--- config.mk ---
export PLATFORM = sky130hd
export DESIGN_NAME = itex_core
export DESIGN_NICKNAME = d
export VERILOG_FILES = /design/src/hw/itex_pkg.sv /design/src/hw/itex_core.sv
export VERILOG_INCLUDE_DIRS = /design/src /design/src/hw
export SDC_FILE = /design/constraint.sdc
export NUM_CORES = 1
export LEC_CHECK = 0
export ABC_AREA = 1
export BUFFER_PORTS_ARGS = -buffer_cell sky130_fd_sc_hd__buf_2
export CORE_AREA = 2 2 147 149
export CTS_CLUSTER_SIZE = 24
export DETAILED_ROUTE_END_ITERATION = 6
export DIE_AREA = 0 0 149 151
export GPL_TIMING_DRIVEN = 0
export HOLD_SLACK_MARGIN = 0.05
export PLACE_DENSITY_LB_ADDON = 0.05
export SYNTH_ARGS = -nofsm -noshare
export SYNTH_HDL_FRONTEND = slang
export SYNTH_SLANG_ARGS = --single-unit
export TNS_END_PERCENT = 10
--- constraint.sdc ---
create_clock -name CLK -period 4.25 [get_ports CLK]
set_input_delay 0.6375 -clock CLK [delete_from_list [all_inputs] [get_ports CLK]]
set_output_delay 0.6375 -clock CLK [all_outputs]
set_load 0.05 [all_outputs]
--- src/hw/itex_params.svh ---
/*
  Constants for the instruction timing and execution core: phase numbers,
  reset values and the data address that aliases the program counter.
  Assumes inclusion by bare name from the core and its package users.
*/
`ifndef ITEX_PARAMS_SVH
`define ITEX_PARAMS_SVH

`define ITEX_CLKS_PER_ICYC 4
`define ITEX_PH_FETCH 2'h0
`define ITEX_PH_DECODE 2'h1
`define ITEX_PH_EXEC 2'h2
`define ITEX_PH_WRITE 2'h3
`define ITEX_PC_LOW_ADDR 8'h02
`define ITEX_PC_RST 8'h00
`define ITEX_ACC_RST 8'h00
`define ITEX_OP_LSB 11
`define ITEX_BIT_LSB 8
`define ITEX_DST_BIT 8

`endif

--- src/hw/itex_pkg.sv ---
/*
  Types of the instruction timing and execution core: opcodes and the
  sequencer states. Assumes nothing of its surroundings.
*/
package itex_pkg;

  typedef enum logic [4:0] {
    ITEX_NOP = 5'h00, ITEX_MOV_AM = 5'h01, ITEX_MOV_MA = 5'h02, ITEX_MOV_AI = 5'h03,
    ITEX_ADD_M = 5'h04, ITEX_ADD_I = 5'h05, ITEX_SUB_M = 5'h06, ITEX_SUB_I = 5'h07,
    ITEX_AND_M = 5'h08, ITEX_OR_M = 5'h09, ITEX_XOR_M = 5'h0a, ITEX_AND_I = 5'h0b,
    ITEX_OR_I = 5'h0c, ITEX_XOR_I = 5'h0d, ITEX_INVERT = 5'h0e, ITEX_INC = 5'h0f,
    ITEX_DEC = 5'h10, ITEX_ROT_R = 5'h11, ITEX_ROT_L = 5'h12, ITEX_ROT_RC = 5'h13,
    ITEX_ROT_LC = 5'h14, ITEX_BIT_CLR = 5'h15, ITEX_BIT_SET = 5'h16, ITEX_SKIP_Z = 5'h17,
    ITEX_SKIP_BZ = 5'h18, ITEX_SKIP_BNZ = 5'h19, ITEX_JUMP = 5'h1a, ITEX_CALL = 5'h1b,
    ITEX_SUB_EXIT = 5'h1c, ITEX_INT_EXIT = 5'h1d, ITEX_TAB_RD = 5'h1e, ITEX_SLEEP_OP = 5'h1f
  } itex_op_t;

  typedef enum logic [1:0] {
    ITEX_RUN = 2'b00,
    ITEX_FLUSH = 2'b01,
    ITEX_DOWN = 2'b11
  } itex_state_t;

endpackage : itex_pkg

--- src/hw/itex_core.sv ---
/*
  Instruction timing and execution core of an 8-bit controller.
  Assumes an asynchronous-read program memory on PROG_ADDR/PROG_DATA and a
  data memory whose read data follows DMEM_ADDR within the same clock.
*/
// Function
// - One instruction cycle is four clocks and sequencing advances per whole cycle.
// - Jumps, calls, both returns and table reads take two instruction cycles.
// - A write to the program counter low byte costs one extra instruction cycle.
// - A skip costs one cycle when not taken and one more when taken.
// - Logical operations set the zero flag exactly when their result is zero.
// - Rotates move one bit; through-carry forms swap the shifted-out bit with carry.
// - A call saves the next address, a return resumes there, a jump saves nothing.
// - Conditional branches test a byte or a bit and then run or skip the next word.
// - Bit set and clear change only the selected bit in one instruction.
// - Add flags a carry above 255 and subtract flags a borrow below 0.
// - Increment and decrement change the operand by one into memory or accumulator.
// - Moves exist from memory to accumulator, back, and immediate to accumulator.
// - Results go to the accumulator or to the addressed byte; memory is never combined with memory.
// - A table read copies the low byte of the program word addressed by the accumulator into data memory in two cycles.
// - The sleep instruction stops execution and enters power-down.
`timescale 1ns/100ps
`include "itex_params.svh"

module itex_core #(
  parameter int STK_DEPTH = 4,
  parameter int SPW = 2
) (
  input wire logic CLK, // System clock, 250 MHz
  input wire logic RST_B, // Asynchronous reset, active low
  output logic [7:0] PROG_ADDR, // Program memory word address
  input wire logic [15:0] PROG_DATA, // Program memory word
  output logic [7:0] DMEM_ADDR, // Data memory address
  input wire logic [7:0] DMEM_RDATA, // Data memory read data
  output logic [7:0] DMEM_WDATA, // Data memory write data
  output logic DMEM_WE, // Data memory write strobe
  output logic [7:0] ACC, // Accumulator
  output logic ZERO_FLAG, // Zero flag
  output logic CARRY_FLAG, // Carry or borrow flag
  output logic INT_ENABLE, // Set by the interrupt exit
  output logic POWER_DOWN // Execution stopped
);

  logic [1:0] ph_reg;
  itex_pkg::itex_state_t state_reg;
  logic [7:0] pc_reg;
  logic [15:0] ir_reg;
  logic [7:0] acc_reg;
  logic zf_reg, cf_reg, ie_reg;
  logic [SPW-1:0] sp_reg;
  logic [7:0] stk_mem [STK_DEPTH];
  logic [7:0] paddr_reg, daddr_reg, wdata_reg;
  logic we_reg;

  itex_pkg::itex_op_t op;
  logic [2:0] bsel;
  logic to_mem;
  logic [7:0] fld, opnd, mask, res;
  logic [8:0] wide;
  logic wr_acc, wr_mem, upd_z, nc, skip, long_op, pc_low_wr, exec_now;

  assign op = itex_pkg::itex_op_t'(ir_reg[15:`ITEX_OP_LSB]);
  assign bsel = ir_reg[`ITEX_BIT_LSB+2:`ITEX_BIT_LSB];
  assign to_mem = ir_reg[`ITEX_DST_BIT];
  assign fld = ir_reg[7:0];
  // The program counter low byte reads back as the current word address
  assign opnd = (fld == `ITEX_PC_LOW_ADDR) ? pc_reg : DMEM_RDATA;
  assign mask = 8'h01 << bsel;
  assign exec_now = (state_reg == itex_pkg::ITEX_RUN) && (ph_reg == `ITEX_PH_EXEC);
  assign pc_low_wr = wr_mem && (fld == `ITEX_PC_LOW_ADDR);

  // Instruction decode and ALU; every byte result targets acc or one memory byte
  always_comb
  begin
    wide = 9'h000;
    res = acc_reg;
    wr_acc = 1'b0;
    wr_mem = 1'b0;
    upd_z = 1'b0;
    nc = cf_reg;
    skip = 1'b0;
    long_op = 1'b0;
    case (op)
      itex_pkg::ITEX_MOV_AM:
      begin
        res = opnd;
        wr_acc = 1'b1;
      end
      itex_pkg::ITEX_MOV_MA:
      begin
        res = acc_reg;
        wr_mem = 1'b1;
      end
      itex_pkg::ITEX_MOV_AI:
      begin
        res = fld;
        wr_acc = 1'b1;
      end
      itex_pkg::ITEX_ADD_M, itex_pkg::ITEX_ADD_I:
      begin
        wide = {1'b0, acc_reg} + {1'b0, (op == itex_pkg::ITEX_ADD_I) ? fld : opnd};
        {nc, res} = wide;
        upd_z = 1'b1;
        wr_mem = (op == itex_pkg::ITEX_ADD_M) && to_mem;
        wr_acc = !wr_mem;
      end
      itex_pkg::ITEX_SUB_M, itex_pkg::ITEX_SUB_I:
      begin
        wide = {1'b0, acc_reg} - {1'b0, (op == itex_pkg::ITEX_SUB_I) ? fld : opnd};
        {nc, res} = wide;
        upd_z = 1'b1;
        wr_mem = (op == itex_pkg::ITEX_SUB_M) && to_mem;
        wr_acc = !wr_mem;
      end
      itex_pkg::ITEX_AND_M, itex_pkg::ITEX_OR_M, itex_pkg::ITEX_XOR_M:
      begin
        res = (op == itex_pkg::ITEX_AND_M) ? (acc_reg & opnd) :
              (op == itex_pkg::ITEX_OR_M) ? (acc_reg | opnd) : (acc_reg ^ opnd);
        upd_z = 1'b1;
        wr_mem = to_mem;
        wr_acc = !to_mem;
      end
      itex_pkg::ITEX_AND_I, itex_pkg::ITEX_OR_I, itex_pkg::ITEX_XOR_I:
      begin
        res = (op == itex_pkg::ITEX_AND_I) ? (acc_reg & fld) :
              (op == itex_pkg::ITEX_OR_I) ? (acc_reg | fld) : (acc_reg ^ fld);
        upd_z = 1'b1;
        wr_acc = 1'b1;
      end
      itex_pkg::ITEX_INVERT:
      begin
        res = ~opnd;
        upd_z = 1'b1;
        wr_mem = to_mem;
        wr_acc = !to_mem;
      end
      itex_pkg::ITEX_INC, itex_pkg::ITEX_DEC:
      begin
        res = (op == itex_pkg::ITEX_INC) ? opnd + 8'h01 : opnd - 8'h01;
        upd_z = 1'b1;
        wr_mem = to_mem;
        wr_acc = !to_mem;
      end
      itex_pkg::ITEX_ROT_R, itex_pkg::ITEX_ROT_L, itex_pkg::ITEX_ROT_RC, itex_pkg::ITEX_ROT_LC:
      begin
        case (op)
          itex_pkg::ITEX_ROT_R: res = {opnd[0], opnd[7:1]};
          itex_pkg::ITEX_ROT_L: res = {opnd[6:0], opnd[7]};
          itex_pkg::ITEX_ROT_RC: {res, nc} = {cf_reg, opnd};
          default: {nc, res} = {opnd, cf_reg};
        endcase
        wr_mem = to_mem;
        wr_acc = !to_mem;
      end
      itex_pkg::ITEX_BIT_CLR:
      begin
        res = opnd & ~mask;
        wr_mem = 1'b1;
      end
      itex_pkg::ITEX_BIT_SET:
      begin
        res = opnd | mask;
        wr_mem = 1'b1;
      end
      itex_pkg::ITEX_SKIP_Z: skip = (opnd == 8'h00);
      itex_pkg::ITEX_SKIP_BZ: skip = ((opnd & mask) == 8'h00);
      itex_pkg::ITEX_SKIP_BNZ: skip = ((opnd & mask) != 8'h00);
      itex_pkg::ITEX_JUMP, itex_pkg::ITEX_CALL, itex_pkg::ITEX_SUB_EXIT,
      itex_pkg::ITEX_INT_EXIT, itex_pkg::ITEX_TAB_RD: long_op = 1'b1;
      default: res = acc_reg;
    endcase
  end

  // Four-clock instruction cycle
  always_ff @(posedge CLK or negedge RST_B)
  begin
    if (!RST_B)
      ph_reg <= `ITEX_PH_FETCH;
    else
      ph_reg <= ph_reg + 2'h1;
  end

  // Sequencer: a flush cycle spans phase 3 of the instruction through phase 2 of the next
  always_ff @(posedge CLK or negedge RST_B)
  begin
    if (!RST_B)
    begin
      state_reg <= itex_pkg::ITEX_RUN;
      pc_reg <= `ITEX_PC_RST;
    end
    else if (exec_now)
    begin
      if (op == itex_pkg::ITEX_SLEEP_OP)
        state_reg <= itex_pkg::ITEX_DOWN;
      else if (long_op || pc_low_wr || skip)
        state_reg <= itex_pkg::ITEX_FLUSH;
      if (op == itex_pkg::ITEX_JUMP || op == itex_pkg::ITEX_CALL)
        pc_reg <= fld;
      else if (op == itex_pkg::ITEX_SUB_EXIT || op == itex_pkg::ITEX_INT_EXIT)
        pc_reg <= stk_mem[sp_reg - 1'b1];
      else if (pc_low_wr)
        pc_reg <= res;
      else if (skip)
        pc_reg <= pc_reg + 8'h02;
      else if (op != itex_pkg::ITEX_SLEEP_OP)
        pc_reg <= pc_reg + 8'h01;
    end
    else if (state_reg == itex_pkg::ITEX_FLUSH && ph_reg == `ITEX_PH_EXEC)
      state_reg <= itex_pkg::ITEX_RUN;
  end

  // Return stack; a full stack wraps and overwrites the oldest entry
  always_ff @(posedge CLK or negedge RST_B)
  begin
    if (!RST_B)
      sp_reg <= '0;
    else if (exec_now && op == itex_pkg::ITEX_CALL)
      sp_reg <= sp_reg + 1'b1;
    else if (exec_now && (op == itex_pkg::ITEX_SUB_EXIT || op == itex_pkg::ITEX_INT_EXIT))
      sp_reg <= sp_reg - 1'b1;
  end

  always_ff @(posedge CLK)
  begin
    if (exec_now && op == itex_pkg::ITEX_CALL)
      stk_mem[sp_reg] <= pc_reg + 8'h01;
  end

  // Accumulator and flags
  always_ff @(posedge CLK or negedge RST_B)
  begin
    if (!RST_B)
    begin
      acc_reg <= `ITEX_ACC_RST;
      zf_reg <= 1'b0;
      cf_reg <= 1'b0;
      ie_reg <= 1'b0;
    end
    else if (exec_now)
    begin
      if (wr_acc)
        acc_reg <= res;
      if (upd_z)
        zf_reg <= (res == 8'h00);
      cf_reg <= nc;
      if (op == itex_pkg::ITEX_INT_EXIT)
        ie_reg <= 1'b1;
    end
  end

  // Bus side: fetch in phase 0, decode in phase 1, write strobe one clock
  always_ff @(posedge CLK or negedge RST_B)
  begin
    if (!RST_B)
    begin
      ir_reg <= 16'h0000;
      paddr_reg <= `ITEX_PC_RST;
      daddr_reg <= 8'h00;
      wdata_reg <= 8'h00;
      we_reg <= 1'b0;
    end
    else
    begin
      we_reg <= 1'b0;
      if (ph_reg == `ITEX_PH_FETCH)
        paddr_reg <= (state_reg == itex_pkg::ITEX_FLUSH && op == itex_pkg::ITEX_TAB_RD) ?
                     acc_reg : pc_reg;
      if (ph_reg == `ITEX_PH_DECODE && state_reg == itex_pkg::ITEX_RUN)
      begin
        ir_reg <= PROG_DATA;
        daddr_reg <= PROG_DATA[7:0];
      end
      if (ph_reg == `ITEX_PH_DECODE && state_reg == itex_pkg::ITEX_FLUSH &&
          op == itex_pkg::ITEX_TAB_RD)
      begin
        wdata_reg <= PROG_DATA[7:0];
        we_reg <= 1'b1;
      end
      if (exec_now && wr_mem && !pc_low_wr)
      begin
        wdata_reg <= res;
        we_reg <= 1'b1;
      end
    end
  end

  assign PROG_ADDR = paddr_reg;
  assign DMEM_ADDR = daddr_reg;
  assign DMEM_WDATA = wdata_reg;
  assign DMEM_WE = we_reg;
  assign ACC = acc_reg;
  assign ZERO_FLAG = zf_reg;
  assign CARRY_FLAG = cf_reg;
  assign INT_ENABLE = ie_reg;
  assign POWER_DOWN = (state_reg == itex_pkg::ITEX_DOWN);
endmodule : itex_core

==> results.txt, run 1 <==
Worst slack, placed - -284 ps
Worst setup SP type - flip-flop
Clk pin slew, worst setup/hold paths - 80 ps
Clock buffer count from CTS - 9
Die X - 149 um
P&R area growth vs syn - 11.9%
Fraction of layout cells with a size suffix above 1 - 16.6%
Final cell count without fillers - 1511
Placement Rows - 53
VDD IR-drop max - 0.470 mV
Final Hold Vio Count - 0
Slew Limit Fails - 0
Top cell by count, worst path - nand2_1
Initial Util - 39.5%
Vias in the first global route - 7691
Clock sink count - 90
Vias post-DR - 8124
Delay-heaviest family, CP - simple AND/OR/NAND/NOR gates
P per Cell Area - 804 nW/um^2
Post-Route WL - 30900 um
Slowest CP cell - dfrtp_1
Clk_skew - 17.3 ps
Fin worst setup slack - 291 ps
Post-Syn Nets - 1249
Status - finished clean
Crit path largest cell delay - 470 ps
Hpwl dp - 24000 um
Core area - 20800 um^2
Final RePlAce weighted congestion - 1.01
Max reg flops - 32
CTS Hold Bufs - 0
R2r setup slk - 290 ps
Critical-path maximum fanout - 9
Pin count of the biggest net entering global routing - 59
Ports - 63
Worst-Margin Slew - 845 ps
Critical path class - reg2reg
Leak - 4.61 nW
GR Overflow Total - 0
Avg Synthesized Cell Area - 7.11 um^2
Layout fillers - 2278
Vias per cell - 5.38
CTS max path bufs - 2
CP Buf/Inv Count - 4
Die Y - 151 um
WP data arrival - 4210 ps
Ant. Diodes - 0
Synth warn - 0
Clk_lat worst skew - 360 ps
CTS tree - done
Final setup fails - 0
Critical path required time - 4500 ps
Nets - 1324
DRT antenna net count - 0
Part of the cycle the worst path needs - 93.2%
WL/cell - 20.5 um
Port Buffers - 62
Final min period - 3960 ps
RSZ-0062 raised after global routing - no
GRT Total Usage - 28.1%
Netlist cell types - 50
Root Buffer - clkbuf_16
Post-Synthesis Cells - 1156
Die ar. - 22500 um^2
Crit path capture type - flip-flop
Synthesized cell area - 8220 um^2
Synth Register Bits - 90
Max-slew headroom - 43.7%
Drt first-iter violations - 757
Initial antenna violation count - 0
Maxcap violations - 0
First-pass GRT wire length - 46900 um
Placed cell count - 1493
DRC - 0
1st-pass router iterations - 6
Seq/Total Area, Yosys - 29.3%
Fmax - 253 MHz
CTS H-tree lvls - 3
Worst min-delay path class - in2async
## layer usage
layer / GRT usage, % / wire (um) / vias up
met5: 0 / 0 / -
met4: 9.19 / 970 / 0
met3: 2.62 / 1600 / 57
met2: 47.6 / 14600 / 251
met1: 37.8 / 13800 / 3855
li1: - / - / 3961
## cell usage in the layout, fill, tap and decap left out, drive strengths merged, types with 3 or more instances in the layout
master / count
nand2: 319
inv: 149
nor2: 133
nand3: 101
o21ai: 88
buf: 86
a21oi: 68
ha: 64
dfrtp: 58
edfxtp: 32
nand4: 24
clkbuf: 21
xor2: 13
nor3: 13
a31oi: 9
o211ai: 8
or2: 8
o21a: 6
clkinv: 6
nand3b: 5
o22ai: 4
o221ai: 4
a221o: 3
fa: 3
a21boi: 3
## where the power goes
group | total, mW | internal (mW) | leakage [nW] | switching (mW)
clock network | 0.794 | 0.404 | 0.134 | 0.390
logic | 4.94 | 1.40 | 3.49 | 3.55
registers | 1.67 | 1.21 | 0.983 | 0.452
## worst paths after layout
check / startpoint / end / cells after the start
max: ir_reg[4]$_DFFE_PN0P_ / pc_reg[4]$_DFFE_PN0P_ / 26
min: RST_B / CARRY_FLAG$_DFFE_PN0P_ / 1
max reg2reg: ir_reg[4]$_DFFE_PN0P_ / pc_reg[4]$_DFFE_PN0P_ / 26
min reg2reg: ph_reg[0]$_DFF_PN0_ / ph_reg[0]$_DFF_PN0_ / 1
max in group asynchronous: RST_B / ir_reg[5]$_DFFE_PN0P_ / 1
min in group CLK: ph_reg[0]$_DFF_PN0_ / ph_reg[0]$_DFF_PN0_ / 1
## cells in the mapped netlist, drive strengths merged
cell type	count	share of area, %
nand2	319	17
inv	146	6.7
nor2	133	7.2
nand3	101	7.5
o21ai	88	5.4
a21oi	68	4.3
ha	64	9.7
dfrtp	58	18
edfxtp	32	12
nand4	24	1.8
buf	22	2.3
nor3	13	1.1
xor2	13	1.4
clkbuf	11	0.50
a31oi	9	0.68
o211ai	8	0.73
or2	8	0.61
o21a	6	0.55
clkinv	5	0.23
nand3b	5	0.76
o221ai	4	0.43
o22ai	4	0.30
a21boi	3	0.27
a221o	3	0.37
fa	3	0.73
nor4	2	0.15
xnor2	2	0.21
a31o	1	0.11
o21bai	1	0.091
## cells by family (layout without fill, tap and decap cells)
family,after synthesis,count (layout),synth area share [%]
xor+xnor,15,15,1.60
compound gates,195,195,13.2
simple gates,605,605,35.7
flops,90,90,29.3
buf+inv,184,264,9.66
fa+ha+maj,67,67,10.5
## repair_timing
action	4_1_cts	5_1_grt
buffers inserted	1	1
pin swaps	1	1
endpoints found under the setup margin	6	18
resized for setup	2	12
## cell type report
| cell class | count | area [um^2] | area share, % |
|---|---|---|---|
| timing repair buffer | 64 | 328 | 3.56 |
| clock buffer | 10 | 229 | 2.49 |
| inverter | 151 | 571 | 6.20 |
| tap | 275 | 344 | 3.74 |
| multi-input combinational | 882 | 5040 | 54.8 |
| buffer | 33 | 229 | 2.49 |
| clock inverter | 6 | 48.8 | 0.530 |
| sequential | 90 | 2410 | 26.2 |
## through the flow
step                      utilization [%]  TNS [ps]  power (mW)  hold slack (ps)  instance area, um^2
after floorplan                         -         0        4.93              342                 8220
after global placement               42.6     -1090        6.48              455                 8880
after detailed placement             42.6      -831        6.48              458                 8880
after CTS                            44.0         0        7.33              376                 9170
after global routing                 44.2         0        7.98              396                 9210
final                                44.2         0        7.40              322                 9210
(Power assumes the default switching activity.)
==> run 2: changes to the inputs <==
--- a/config.mk
+++ b/config.mk
@@ -14,7 +14,7 @@
 export DIE_AREA = 0 0 149 151
 export GPL_TIMING_DRIVEN = 0
 export HOLD_SLACK_MARGIN = 0.05
-export PLACE_DENSITY_LB_ADDON = 0.05
+export PLACE_DENSITY_LB_ADDON = 0.08
 export SYNTH_ARGS = -nofsm -noshare
 export SYNTH_HDL_FRONTEND = slang
 export SYNTH_SLANG_ARGS = --single-unit
==> constraint.sdc (replaced) <==
create_clock -name CLK -period 4.2 [get_ports CLK]
set_input_delay 0.63 -clock CLK [delete_from_list [all_inputs] [get_ports CLK]]
set_output_delay 0.63 -clock CLK [all_outputs]
set_load 0.05 [all_outputs]
==> run 2 against run 1 <==
  * Critical path type unchanged
  * Sequential power is essentially flat
  * First-iteration DRC count is 24% lower
  * Flip-flop and latch count unchanged
  * Wire length is 1.7% lower
  * Worst hold slack improved by 8.5 ps
  * Non-clock buffer count unchanged
  * Via count is 0.84% lower
  * Global-route usage shrank 0.43 points
==> results.txt, run 2 (synthesized netlist as in run 1, its figures left out) <==
Final instance area - 9230 um^2 (+0.22%)
Slowest CP cell - fa_1
Clk_lat worst skew - 360 ps (about the same)
Slew Limit Fails - 0 (unchanged)
Clock sink count - 90 (unchanged)
Max-slew headroom - 37.6% (-6.1 points)
Root Buffer - clkbuf_16
Ports - 63 (unchanged)
Vias post-DR - 8056 (-0.84%)
WP data arrival - 4230 ps (+20 ps)
Status - finished clean
Register Area - 2410 um^2 (about the same)
Core area - 20800 um^2 (unchanged)
Critical path class - reg2reg
CTS tree - done
Pin count of the biggest net entering global routing - 59 (unchanged)
Maxcap violations - 0 (unchanged)
Global Route met2 Usage - 48.0% (+0.35 points)
Vias in the first global route - 7752 (+0.79%)
Hpwl dp - 23900 um (-0.15%)
Critical path required time - 4460 ps (-40 ps)
CTS max path bufs - 2 (unchanged)
Area of the multi-input gates - 5040 um^2 (about the same)
Die X - 149 um (unchanged)
Ant. Diodes - 0 (unchanged)
GR Overflow Total - 0 (unchanged)
Placement Rows - 53 (unchanged)
Worst-Margin Slew - 932 ps (+87.8 ps)
Crit path largest cell delay - 410 ps (-60 ps)
Nets - 1324 (unchanged)
Fin worst setup slack - 229 ps (-61.9 ps)
Crit path capture type - flip-flop
Top cell by count, worst path - nand2_1
P&R area growth vs syn - 12.2%
Fraction of layout cells with a size suffix above 1 - 16.6% (unchanged)
Placed cell count - 1493 (unchanged)
Vias per cell - 5.33 (-0.84%)
Final RePlAce weighted congestion - 0.950 (-6.3%)
Max reg flops - 32 (unchanged)
RSZ-0062 raised after global routing - no
1st-pass router iterations - 5 (-1)
Initial antenna violation count - 0 (unchanged)
Worst slack, placed - -291 ps (-6.98 ps)
Drt first-iter violations - 577 (-24%)
DRC - 0 (unchanged)
Final setup fails - 0 (unchanged)
Leak - 4.62 nW (+0.19%)
Grt met3 use - 3.13% (+0.51 points)
Part of the cycle the worst path needs - 94.5% (+1.4 points)
DRT antenna net count - 0 (unchanged)
First-pass GRT wire length - 45900 um (-2.3%)
Dpl cell area - 8880 um^2 (unchanged)
Commonest cells after routing, fill and taps aside - nand2_1 (281), inv_1 (128), nor2_1 (115)
Die Y - 151 um (unchanged)
Busiest layer in global routing - met2
Clock buffer count from CTS - 9 (unchanged)
VDD IR-drop max - 0.373 mV (-21%)
Worst setup SP type - flip-flop
Final min period - 3970 ps (+11.9 ps)
CTS H-tree lvls - 3 (unchanged)
Post-Route WL - 30400 um (-1.7%)
Critical-path maximum fanout - 10 (+1)
Port Buffers - 62 (unchanged)
Layout fillers - 2279 (+0.044%)
Initial Util - 39.5% (unchanged)
Commonest non-fill, non-tap cell in the layout - nand2_1
Fmax - 252 MHz (-0.30%)
Die ar. - 22500 um^2 (unchanged)
CTS Hold Bufs - 0 (unchanged)
Final Hold Vio Count - 0 (unchanged)
Clk_skew - 8.82 ps (-8.46 ps)
Worst min-delay path class - in2async
WL/cell - 20.1 um (-1.7%)
P per Cell Area - 807 nW/um^2 (+0.34%)
GR Util met1 - 35.3% (-2.5 points)
Clk pin slew, worst setup/hold paths - 70 ps (about the same)
GRT Total Usage - 27.7% (-0.43 points)
Final cell count without fillers - 1511 (unchanged)
-- run 2: path summary, 6_finish.rpt --
kind                                         from                    end  slack (ps)  cells after the start
setup / recovery           ir_reg[14]$_DFFE_PN0P_  pc_reg[4]$_DFFE_PN0P_         230                     28
hold / removal                              RST_B  ir_reg[9]$_DFFE_PN0P_         330                      1
setup reg to reg           ir_reg[14]$_DFFE_PN0P_  pc_reg[4]$_DFFE_PN0P_         230                     28
hold reg to reg               ph_reg[0]$_DFF_PN0_    ph_reg[0]$_DFF_PN0_         470                      1
max in group asynchronous                   RST_B  ir_reg[5]$_DFFE_PN0P_        3260                      1
min in group CLK              ph_reg[0]$_DFF_PN0_    ph_reg[0]$_DFF_PN0_         470                      1
-- run 2: what timing repair did --
item                       CTS  global route
setup endpoints to repair    9            12
setup buffers                1             1
resized for setup            5            10
cloned                       0             0
pin swaps                    1             1
hold endpoints to repair     0             0
-- run 2: worst max-delay path: cells and delay by family, from the launching register on --
family | cells | cell delay [ps]
fa+ha+maj | 2 | 660
buf+inv | 7 | 780
flops | 1 | 400
simple gates | 16 | 1590
compound gates | 3 | 410
-- run 2: area by class of cell --
cell class	count	share of cell area, %
Buffer	33	2.48
Clock buffer	11	2.75
Clock inverter	5	0.461
Inverter	151	6.23
Multi-Input combinational cell	882	54.6
Sequential cell	90	26.2
Tap cell	275	3.73
Timing Repair Buffer	64	3.55
-- run 2: per-layer routing --
metal	part of all wire [%]	up-vias
li1	-	3957
met1	44	3780
met2	48	261
met3	4.7	58
met4	3.6	0
met5	0	-
-- run 2: per-stage QoR --
step | TNS [ps] | total power [mW] | util, % | hold slack (ps)
global placement | -1470 | 6.51 | 42.6 | 449
detailed placement | -1040 | 6.53 | 42.6 | 457
CTS | 0 | 7.41 | 44.2 | 370
global route | 0 | 8.04 | 44.3 | 406
floorplan | 0 | 4.99 | - | 334
finish | 0 | 7.44 | 44.3 | 330
-- run 2: power by group --
group,total (mW),leakage (nW),internal [mW],switching (mW)
clock network,0.824,0.144,0.446,0.379
registers,1.69,0.982,1.23,0.464
logic,4.93,3.49,1.42,3.51
total,7.44,4.62,3.09,4.35
